$ cat src/common/pcrc_pkg.sv
// Package of constants and carrier types for the loop clock configuration
package pcrc_pkg;

   // Register word indices; byte address is four times the index
   localparam logic [5:0] IDX_MULT = 6'h04;
   localparam logic [5:0] IDX_REFERENCE_DIVIDER = 6'h05;
   localparam logic [5:0] IDX_POST_DIVIDER = 6'h06;
   localparam logic [5:0] IDX_CLKSEL = 6'h07;
   localparam logic [5:0] IDX_INTEN = 6'h08;
   localparam logic [5:0] IDX_FLAGS = 6'h09;
   localparam logic [5:0] IDX_VREG = 6'h19;
   localparam logic [5:0] IDX_OSC1 = 6'h1A;
   localparam logic [5:0] IDX_WRITE_PROTECT_BIT = 6'h1B;
   localparam logic [5:0] IDX_OSC2 = 6'h1E;

   // Field positions
   localparam int VREG_CORE_BIT = 2;
   localparam int VREG_EXT_BIT = 1;
   localparam int VREG_INT_BIT = 0;
   localparam int OSC2_MRE_BIT = 1;
   localparam int OSC2_AMP_BIT = 0;
   localparam int OSC1_EN_BIT = 7;
   localparam int CLKSEL_LOOP_BIT = 7;
   localparam int INTEN_LOCK_BIT = 4;
   localparam int FLAGS_CHG_BIT = 4;
   localparam int FLAGS_LOCK_BIT = 3;
   localparam int FLAGS_STABLE_BIT = 2;
   localparam int RANGE_LSB = 6;

   // Reset values and key codes
   localparam logic [5:0] MULT_RST = 6'h18;
   localparam logic [1:0] OSC_RANGE_RST = 2'h1;
   localparam logic [3:0] REFERENCE_DIVIDER_RST = 4'h0;
   localparam logic [1:0] REF_RANGE_RST = 2'h0;
   localparam logic [4:0] POST_DIVIDER_RST = 5'h03;
   localparam logic [2:0] VREG_RST = 3'h5;
   localparam logic [1:0] OSC2_RST = 2'h0;
   localparam logic [7:0] WRITE_PROTECT_BIT_UNLOCK = 8'h26;
   localparam logic [5:0] UNLOCKED_DIV = 6'h04;
   localparam logic [5:0] BUS_FROM_LOOP_DIV = 6'h02;
   localparam int SYNC_STAGES = 2;

   // Classic Wishbone request from the master
   typedef struct packed {
      logic cyc;
      logic stb;
      logic we;
      logic [3:0] sel;
      logic [7:0] adr;
      logic [31:0] dat;
   } pcrc_wb_req_t;

   // Divider ratios handed to the analogue clock generator
   typedef struct packed {
      logic ref_from_osc;
      logic [4:0] ref_div;
      logic [7:0] vco_mult;
      logic [6:0] fb_div;
      logic [5:0] loop_div;
      logic bus_from_loop;
      logic [5:0] bus_div;
      logic [1:0] ref_range;
      logic [1:0] osc_range;
   } pcrc_clk_cfg_t;

   // Regulator and oscillator control levels
   typedef struct packed {
      logic core_domain_regulator_enable;
      logic io_loop_external_transistor;
      logic io_loop_internal_transistor;
      logic oscillator_enable;
      logic oscillator_amplitude_mode;
      logic clock_monitor_reset_enable;
   } pcrc_ctrl_t;

endpackage

$ cat src/pcrc_top.sv
// Loop clock divider, lock status and regulator configuration block
//
// Chosen here: the Wishbone interface to the registers.
`timescale 1ns/100ps

module pcrc_top
   import pcrc_pkg::*;
(
   input wire logic clk_i,
   input wire logic rst_i,
   input wire pcrc_wb_req_t wb_req_i,
   output logic [31:0] wb_dat_o,
   output logic wb_ack_o,
   input wire logic special_mode_i,
   input wire logic in_lock_tol_i,
   input wire logic out_unlock_tol_i,
   input wire logic ref_lost_i,
   input wire logic osc_stable_i,
   output pcrc_clk_cfg_t clk_cfg_o,
   output pcrc_ctrl_t ctrl_o,
   output logic irq_o
);

   // ----------------------------------------------------------------
   // Bus decode
   // ----------------------------------------------------------------
   logic req;
   logic wr_fire;
   logic [5:0] idx;
   logic [7:0] wbyte;
   logic ack_q;

   assign req = wb_req_i.cyc & wb_req_i.stb;
   assign idx = wb_req_i.adr[7:2];
   assign wbyte = wb_req_i.dat[7:0];
   // Writes land on the edge where the master sees ack; lane 0 only
   assign wr_fire = req & ack_q & wb_req_i.we & wb_req_i.sel[0];

   // Ack one cycle after the request, dropped the cycle after
   always_ff @(posedge clk_i)
   begin
      if (rst_i)
         ack_q <= 1'b0;
      else
         ack_q <= req & ~ack_q;
   end

   // ----------------------------------------------------------------
   // Configuration registers
   // ----------------------------------------------------------------
   logic write_protect_bit_q;
   logic loop_sel_q;
   logic osc_en_q;
   logic [5:0] mult_q;
   logic [1:0] osc_range_q;
   logic [3:0] reference_divider_q;
   logic [1:0] ref_range_q;
   logic [4:0] post_divider_q;
   logic lock_ie_q;
   logic [2:0] vreg_q;
   logic vreg_done_q;
   logic [1:0] osc2_q;
   logic cfg_open;
   logic vreg_ok;

   // Protected registers only move while unprotected and on loop clock
   assign cfg_open = ~write_protect_bit_q & loop_sel_q;
   // A blocked write does not use up the single write
   assign vreg_ok = (special_mode_i | ~vreg_done_q)
      & (wbyte[VREG_EXT_BIT] ^ wbyte[VREG_INT_BIT]);

   // Protection key
   always_ff @(posedge clk_i)
   begin
      if (rst_i)
         write_protect_bit_q <= 1'b0;
      else if (wr_fire && idx == IDX_WRITE_PROTECT_BIT)
         write_protect_bit_q <= (wbyte != WRITE_PROTECT_BIT_UNLOCK);
   end

   // Divider fields and clock select, all protected
   always_ff @(posedge clk_i)
   begin
      if (rst_i)
      begin
         mult_q <= MULT_RST;
         osc_range_q <= OSC_RANGE_RST;
         reference_divider_q <= REFERENCE_DIVIDER_RST;
         ref_range_q <= REF_RANGE_RST;
         post_divider_q <= POST_DIVIDER_RST;
         loop_sel_q <= 1'b1;
         osc_en_q <= 1'b0;
      end
      else if (wr_fire && cfg_open)
      begin
         if (idx == IDX_MULT)
         begin
            mult_q <= wbyte[5:0];
            osc_range_q <= wbyte[RANGE_LSB +: 2];
         end
         if (idx == IDX_REFERENCE_DIVIDER)
         begin
            reference_divider_q <= wbyte[3:0];
            ref_range_q <= wbyte[RANGE_LSB +: 2];
         end
         if (idx == IDX_POST_DIVIDER)
            post_divider_q <= wbyte[4:0];
         if (idx == IDX_CLKSEL)
            loop_sel_q <= wbyte[CLKSEL_LOOP_BIT];
         if (idx == IDX_OSC1)
            osc_en_q <= wbyte[OSC1_EN_BIT];
      end
   end

   // Oscillator register two; frozen while the oscillator runs
   always_ff @(posedge clk_i)
   begin
      if (rst_i)
         osc2_q <= OSC2_RST;
      else if (wr_fire && idx == IDX_OSC2 && cfg_open && !osc_en_q)
      begin
         osc2_q[OSC2_AMP_BIT] <= wbyte[OSC2_AMP_BIT];
         osc2_q[OSC2_MRE_BIT] <= wbyte[OSC2_MRE_BIT];
      end
   end

   // Regulator control, write once in normal mode
   always_ff @(posedge clk_i)
   begin
      if (rst_i)
      begin
         vreg_q <= VREG_RST;
         vreg_done_q <= 1'b0;
      end
      else if (wr_fire && idx == IDX_VREG && vreg_ok)
      begin
         vreg_q <= wbyte[2:0];
         vreg_done_q <= 1'b1;
      end
   end

   // Lock interrupt enable
   always_ff @(posedge clk_i)
   begin
      if (rst_i)
         lock_ie_q <= 1'b0;
      else if (wr_fire && idx == IDX_INTEN)
         lock_ie_q <= wbyte[INTEN_LOCK_BIT];
   end

   // ----------------------------------------------------------------
   // Lock detection
   // ----------------------------------------------------------------
   logic [3:0] sync1_q;
   logic [3:0] sync2_q;
   logic lock_q;
   logic lock_prev_q;
   logic stable_q;
   logic chg_q;
   logic osc1_wr;

   assign osc1_wr = wr_fire && idx == IDX_OSC1 && cfg_open;

   // Analogue detector levels come from another timing world
   always_ff @(posedge clk_i)
   begin
      if (rst_i)
      begin
         sync1_q <= 4'h0;
         sync2_q <= 4'h0;
      end
      else
      begin
         sync1_q <= {osc_stable_i, ref_lost_i, out_unlock_tol_i,
                     in_lock_tol_i};
         sync2_q <= sync1_q;
      end
   end

   // Lock flag; lost reference and oscillator writes win over set
   always_ff @(posedge clk_i)
   begin
      if (rst_i)
         lock_q <= 1'b0;
      else if (sync2_q[2] || osc1_wr)
         lock_q <= 1'b0;
      else if (sync2_q[0])
         lock_q <= 1'b1;
      else if (sync2_q[1])
         lock_q <= 1'b0;
   end

   // Oscillator stable flag follows the detector unless just written
   always_ff @(posedge clk_i)
   begin
      if (rst_i)
         stable_q <= 1'b0;
      else
         stable_q <= sync2_q[3] & ~osc1_wr;
   end

   // Sticky change flag; a new change beats a clear in the same cycle
   always_ff @(posedge clk_i)
   begin
      if (rst_i)
      begin
         lock_prev_q <= 1'b0;
         chg_q <= 1'b0;
      end
      else
      begin
         lock_prev_q <= lock_q;
         if (lock_q != lock_prev_q)
            chg_q <= 1'b1;
         else if (wr_fire && idx == IDX_FLAGS && wbyte[FLAGS_CHG_BIT])
            chg_q <= 1'b0;
      end
   end

   // Interrupt request only while enabled
   always_ff @(posedge clk_i)
   begin
      if (rst_i)
         irq_o <= 1'b0;
      else
         irq_o <= chg_q & lock_ie_q;
   end

   // ----------------------------------------------------------------
   // Divider ratios and control outputs
   // ----------------------------------------------------------------
   // Ratios are registered so the analogue side sees clean levels
   always_ff @(posedge clk_i)
   begin
      if (rst_i)
         clk_cfg_o <= '0;
      else
      begin
         clk_cfg_o.ref_from_osc <= osc_en_q;
         clk_cfg_o.ref_div <= {1'b0, reference_divider_q} + 5'h01;
         clk_cfg_o.vco_mult <= {1'b0, mult_q, 1'b0} + 8'h02;
         clk_cfg_o.fb_div <= {1'b0, mult_q} + 7'h01;
         clk_cfg_o.loop_div <= lock_q
            ? {1'b0, post_divider_q} + 6'h01 : UNLOCKED_DIV;
         clk_cfg_o.bus_from_loop <= loop_sel_q;
         clk_cfg_o.bus_div <= BUS_FROM_LOOP_DIV;
         clk_cfg_o.ref_range <= ref_range_q;
         clk_cfg_o.osc_range <= osc_range_q;
      end
   end

   // Regulator and oscillator control levels
   always_ff @(posedge clk_i)
   begin
      if (rst_i)
         ctrl_o <= '0;
      else
         ctrl_o <= {vreg_q[VREG_CORE_BIT],
            vreg_q[VREG_EXT_BIT], vreg_q[VREG_INT_BIT],
            osc_en_q, osc2_q[OSC2_AMP_BIT], osc2_q[OSC2_MRE_BIT]};
   end

   // ----------------------------------------------------------------
   // Read path
   // ----------------------------------------------------------------
   logic [7:0] rd_byte;

   // Unmapped words read as zero and still acknowledge
   always_comb
   begin
      rd_byte = 8'h00;
      unique case (idx)
         IDX_MULT: rd_byte = {osc_range_q, mult_q};
         IDX_REFERENCE_DIVIDER: rd_byte = {ref_range_q, 2'h0, reference_divider_q};
         IDX_POST_DIVIDER: rd_byte = {3'h0, post_divider_q};
         IDX_CLKSEL: rd_byte = {loop_sel_q, 7'h00};
         IDX_INTEN: rd_byte = {3'h0, lock_ie_q, 4'h0};
         IDX_FLAGS: rd_byte = {3'h0, chg_q, lock_q, stable_q, 2'h0};
         IDX_VREG: rd_byte = {5'h00, vreg_q};
         IDX_OSC1: rd_byte = {osc_en_q, 7'h00};
         IDX_WRITE_PROTECT_BIT: rd_byte = {7'h00, write_protect_bit_q};
         IDX_OSC2: rd_byte = {6'h00, osc2_q};
         default: rd_byte = 8'h00;
      endcase
   end

   // Read data captured with the request so it is steady under ack
   always_ff @(posedge clk_i)
   begin
      if (rst_i)
         wb_dat_o <= 32'h0000_0000;
      else if (req && !ack_q)
         wb_dat_o <= {24'h00_0000, rd_byte};
   end

   assign wb_ack_o = ack_q;
endmodule

$ cat config.mk
export PLATFORM = sky130hd
export DESIGN_NAME = pcrc_top
export DESIGN_NICKNAME = d
export VERILOG_FILES = /design/src/common/pcrc_pkg.sv /design/src/pcrc_top.sv
export SDC_FILE = /design/constraint.sdc
export NUM_CORES = 1
export LEC_CHECK = 0
export BUFFER_PORTS_ARGS = -buffer_cell sky130_fd_sc_hd__buf_2
export CELL_PAD_IN_SITES_DETAIL_PLACEMENT = 1
export CELL_PAD_IN_SITES_GLOBAL_PLACEMENT = 2
export CORE_ASPECT_RATIO = 1.25
export CORE_MARGIN = 2
export CORE_UTILIZATION = 30
export DETAILED_ROUTE_END_ITERATION = 7
export GPL_TIMING_DRIVEN = 0
export PLACE_DENSITY = 0.87
export SLEW_MARGIN = 20
export SYNTH_ARGS = -nofsm -noshare
export SYNTH_HDL_FRONTEND = slang
export SYNTH_SLANG_ARGS = --single-unit
$ cat constraint.sdc
create_clock -name clk_i -period 4.5 [get_ports clk_i]
set_input_delay 0.225 -clock clk_i [delete_from_list [all_inputs] [get_ports clk_i]]
set_output_delay 0.225 -clock clk_i [all_outputs]
set_load 0.005 [all_outputs]
==> results.sh <==
export IMPL_async_flop_share_pct=0
export IMPL_grt_pass1_vias=3208
export IMPL_swShare_pct=22.9
export IMPL_cts_resized=0
export IMPL_path_class="reg2reg"
export IMPL_synth_top_area_share_pct=45.9
export IMPL_worstPathMaxFanout=10
export IMPL_numCtsBuffers=9
export IMPL_ys_dominant_reg_cell="dfxtp_1"
export IMPL_htreeDepth=3
export IMPL_min_period_ns=1.98
export IMPL_combinationalPowerShare_pct=7.7
export IMPL_io_pins=132
export IMPL_vias_per_cell=4.88
export IMPL_place_hpwl_um=8230
export IMPL_final_setup_tns_ns=0
export IMPL_core_area_mm2=0.0116
export IMPL_power_share_clock_pct=46.1
export IMPL_wl_per_cell_um=17.1
export IMPL_synth_yosys_seq_area_share_pct=45.9
export IMPL_cts_root_buffer="clkbuf_16"
export IMPL_die_h_um=125
export IMPL_rrSetupSlack_ns=2.52
export IMPL_first_pass_iters=4
export IMPL_cts_setup_buffers=0
export IMPL_yosys_warnings=0
export IMPL_clkTransAtPathRegs_ns=0.06
export IMPL_arrival_ns=2.18
export IMPL_power_switching_w=0.000363
export IMPL_yosys_area_top_type="dfxtp_1"
export IMPL_finalSetupViolations=0
export IMPL_post_synth_instance_area_mm2=0.00354
export IMPL_synth_compound_area_share_pct=10.5
export IMPL_postRouteAntennaNets=0
export IMPL_synth_seq_cells=81
export IMPL_fmax_ghz=0.504
export IMPL_max_cap_violations=0
export IMPL_worstSetupEndpointType="flip-flop"
export IMPL_powerDensity_mw_per_mm2=355
export IMPL_clk_latency_ns=0.34
export IMPL_cts_sinks=81
export IMPL_ys_top_cells_by_count="81 x dfxtp_1, 38 x buf_4, 27 x nand2_1"
export IMPL_drt_wl_total_um=10900
export IMPL_required_ns=4.70
export IMPL_grt_pass1_wl_um=16700
export IMPL_placed_cell_area_mm2=0.00417
export IMPL_fin_nets=553
export IMPL_groute_usage_overall_pct=17.5
export IMPL_synth_xor_area_share_pct=2.48
export IMPL_synthMostInstantiatedCell="dfxtp_1"
export IMPL_synth_area_top_cells="dfxtp_1 46%, buf_4 8.1%, mux2i_1 5.1%, nor2b_1 3.9%, nand3_1 3.5%"
export IMPL_status="finished clean"
export IMPL_vias=3116
export IMPL_clk_path_buf_depth=2
export IMPL_place_congestion=0.906
export IMPL_gr_total_overflow=0
export IMPL_start_kind="flip-flop"
export IMPL_synth_mux_area_share_pct=5.41
export IMPL_area_growth_pct=26.1
export IMPL_synth_avg_cell_area_um2=9.16
export IMPL_rsz0062_at_grt="no"
export IMPL_synth_fa_ha_area_share_pct=1.42
export IMPL_dpl_cell_count=622
export IMPL_instances_no_fill=638
export IMPL_slew_headroom_pct=46.4
export IMPL_period_share_pct=44.1
export IMPL_chipWidth_um=101
export IMPL_drtIter0Drc=157
export IMPL_drive_gt1_share_pct=26.4
export IMPL_antenna_found_initial=0
export IMPL_route_detailed_drc=0
export IMPL_hold_viol_final=0
export IMPL_antenna_cells=0
export IMPL_tritoncts="done"
export IMPL_skew_ns=0.00805
export IMPL_synth_top_family_by_area="simple AND/OR/NAND/NOR gates"
export IMPL_yosys_area_share_simple_pct=21.9
export IMPL_syn_inst=386
export IMPL_final_area_mm2=0.00446
export IMPL_port_buffers=69
export IMPL_hold_buffers=0
export IMPL_drv_slew=0
export IMPL_peakVddDrop_v=0.000183
export IMPL_dieArea_mm2=0.0127
export IMPL_grt_start_max_net_pins=13
export IMPL_p_int_w=0.00122
export IMPL_synth_edff_count=0
export IMPL_hold_class="in2reg"
export IMPL_seqPwrFrac_pct=46.2
export IMPL_rows=44
export IMPL_initial_core_util_pct=30.6
export IMPL_worst_pin_slew_ns=0.793
export IMPL_power_leakage_nw=2.00
export IMPL_synth_cell_type_count=49
[flip-flops by register name, indices dropped and copies added (netlist names), 3 cells and up]
signal               count
clk_cfg_o               24
wb_dat_o                 8
ctrl_o                   6
mult_q                   6
post_divider_q           5
vreg_q                   3
sync2_q                  4
reference_divider_q      4
sync1_q                  4
[metrics by stage]
| step | hold slack, ns | utilization [%] | setup slack (ns) | power [W] |
|---|---|---|---|---|
| finish | 0.114 | 38.6 | 2.52 | 0.00158 |
| global route | 0.114 | 38.6 | 2.28 | 0.00164 |
| CTS | 0.113 | 38.6 | 2.52 | 0.00159 |
| detailed placement | 0.379 | 36.0 | 2.26 | 0.000867 |
| global placement | 0.383 | 36.0 | 2.28 | 0.000864 |
| floorplan | 0.353 | - | 2.74 | 0.000821 |
[layer usage]
layer  global-route usage, %  vias up  wire, µm
li1                        -     1498         -
met1                    20.2     1485      4370
met2                    30.0      108      5510
met3                    4.36       25       688
met4                    8.11        0       340
met5                       0        -         0
[kinds of logic (layout without fill, tap and decap cells)]
| group | count (synthesis) | in the layout |
|---|---|---|
| compound gates | 58 | 58 |
| xor+xnor | 10 | 10 |
| fa+ha+maj | 4 | 4 |
| buf+inv | 71 | 156 |
| flops | 81 | 81 |
| mux | 19 | 19 |
| other cells | 1 | 30 |
| simple gates | 142 | 142 |
[layout make-up]
class	instances	area [µm²]
Tap cell	138	173
Buffer	60	394
Clock inverter	3	40.0
Sequential cell	81	1620
Fill cell	1407	7100
Inverter	11	41.3
Clock buffer	13	250
Timing Repair Buffer	69	345
Multi-Input combinational cell	263	1590
[critical path: stages (launching register included)]
cell and delay [ns]:
dfxtp_1 0.37, and4_1 0.20, clkbuf_1 0.25, nand4_1 0.31, clkbuf_1 0.34, o31ai_1 0.26, nand3_1 0.10
[power groups by stage]
stage	combinational [W]	sequential (W)	clock [W]
floorplan	0.0000735	0.000747	0
global route	0.000133	0.000732	0.000777
detailed placement	0.000120	0.000747	0
CTS	0.000120	0.000732	0.000741
global placement	0.000117	0.000747	0
finish	0.000122	0.000731	0.000729
[cells in the final DEF (no fill, tap or decap), types with 2 or more instances in the layout]
cell type / instances
and3_1: 3
clkinv_2: 2
a32oi_1: 4
nor2_1: 25
and2_1: 2
nor4_1: 3
buf_1: 6
a22oi_1: 3
nand4_1: 8
nor3b_1: 3
conb_1: 30
and4_1: 3
ha_1: 4
nand2_1: 27
xnor2_1: 5
clkbuf_16: 9
nand3_1: 25
mux2i_1: 18
inv_1: 11
buf_4: 38
xor2_1: 5
a21oi_1: 16
buf_2: 71
or3_1: 2
o2bb2ai_1: 2
buf_6: 3
o31ai_1: 7
dfxtp_1: 81
clkbuf_1: 13
nor2b_1: 22
nor3_1: 7
o41ai_1: 2
nand2b_1: 4
o21ai_0: 16
[worst paths after layout]
path                startpoint          to  depth (start not counted)
setup reg to reg      wb_ack_o   mult_q[3]                          6
hold reg to reg     sync2_q[2]      lock_q                          1
hold / removal    osc_stable_i  sync1_q[3]                          2
setup / recovery      wb_ack_o   mult_q[3]                          6
Note: power is estimated with default switching activity, not from simulation.
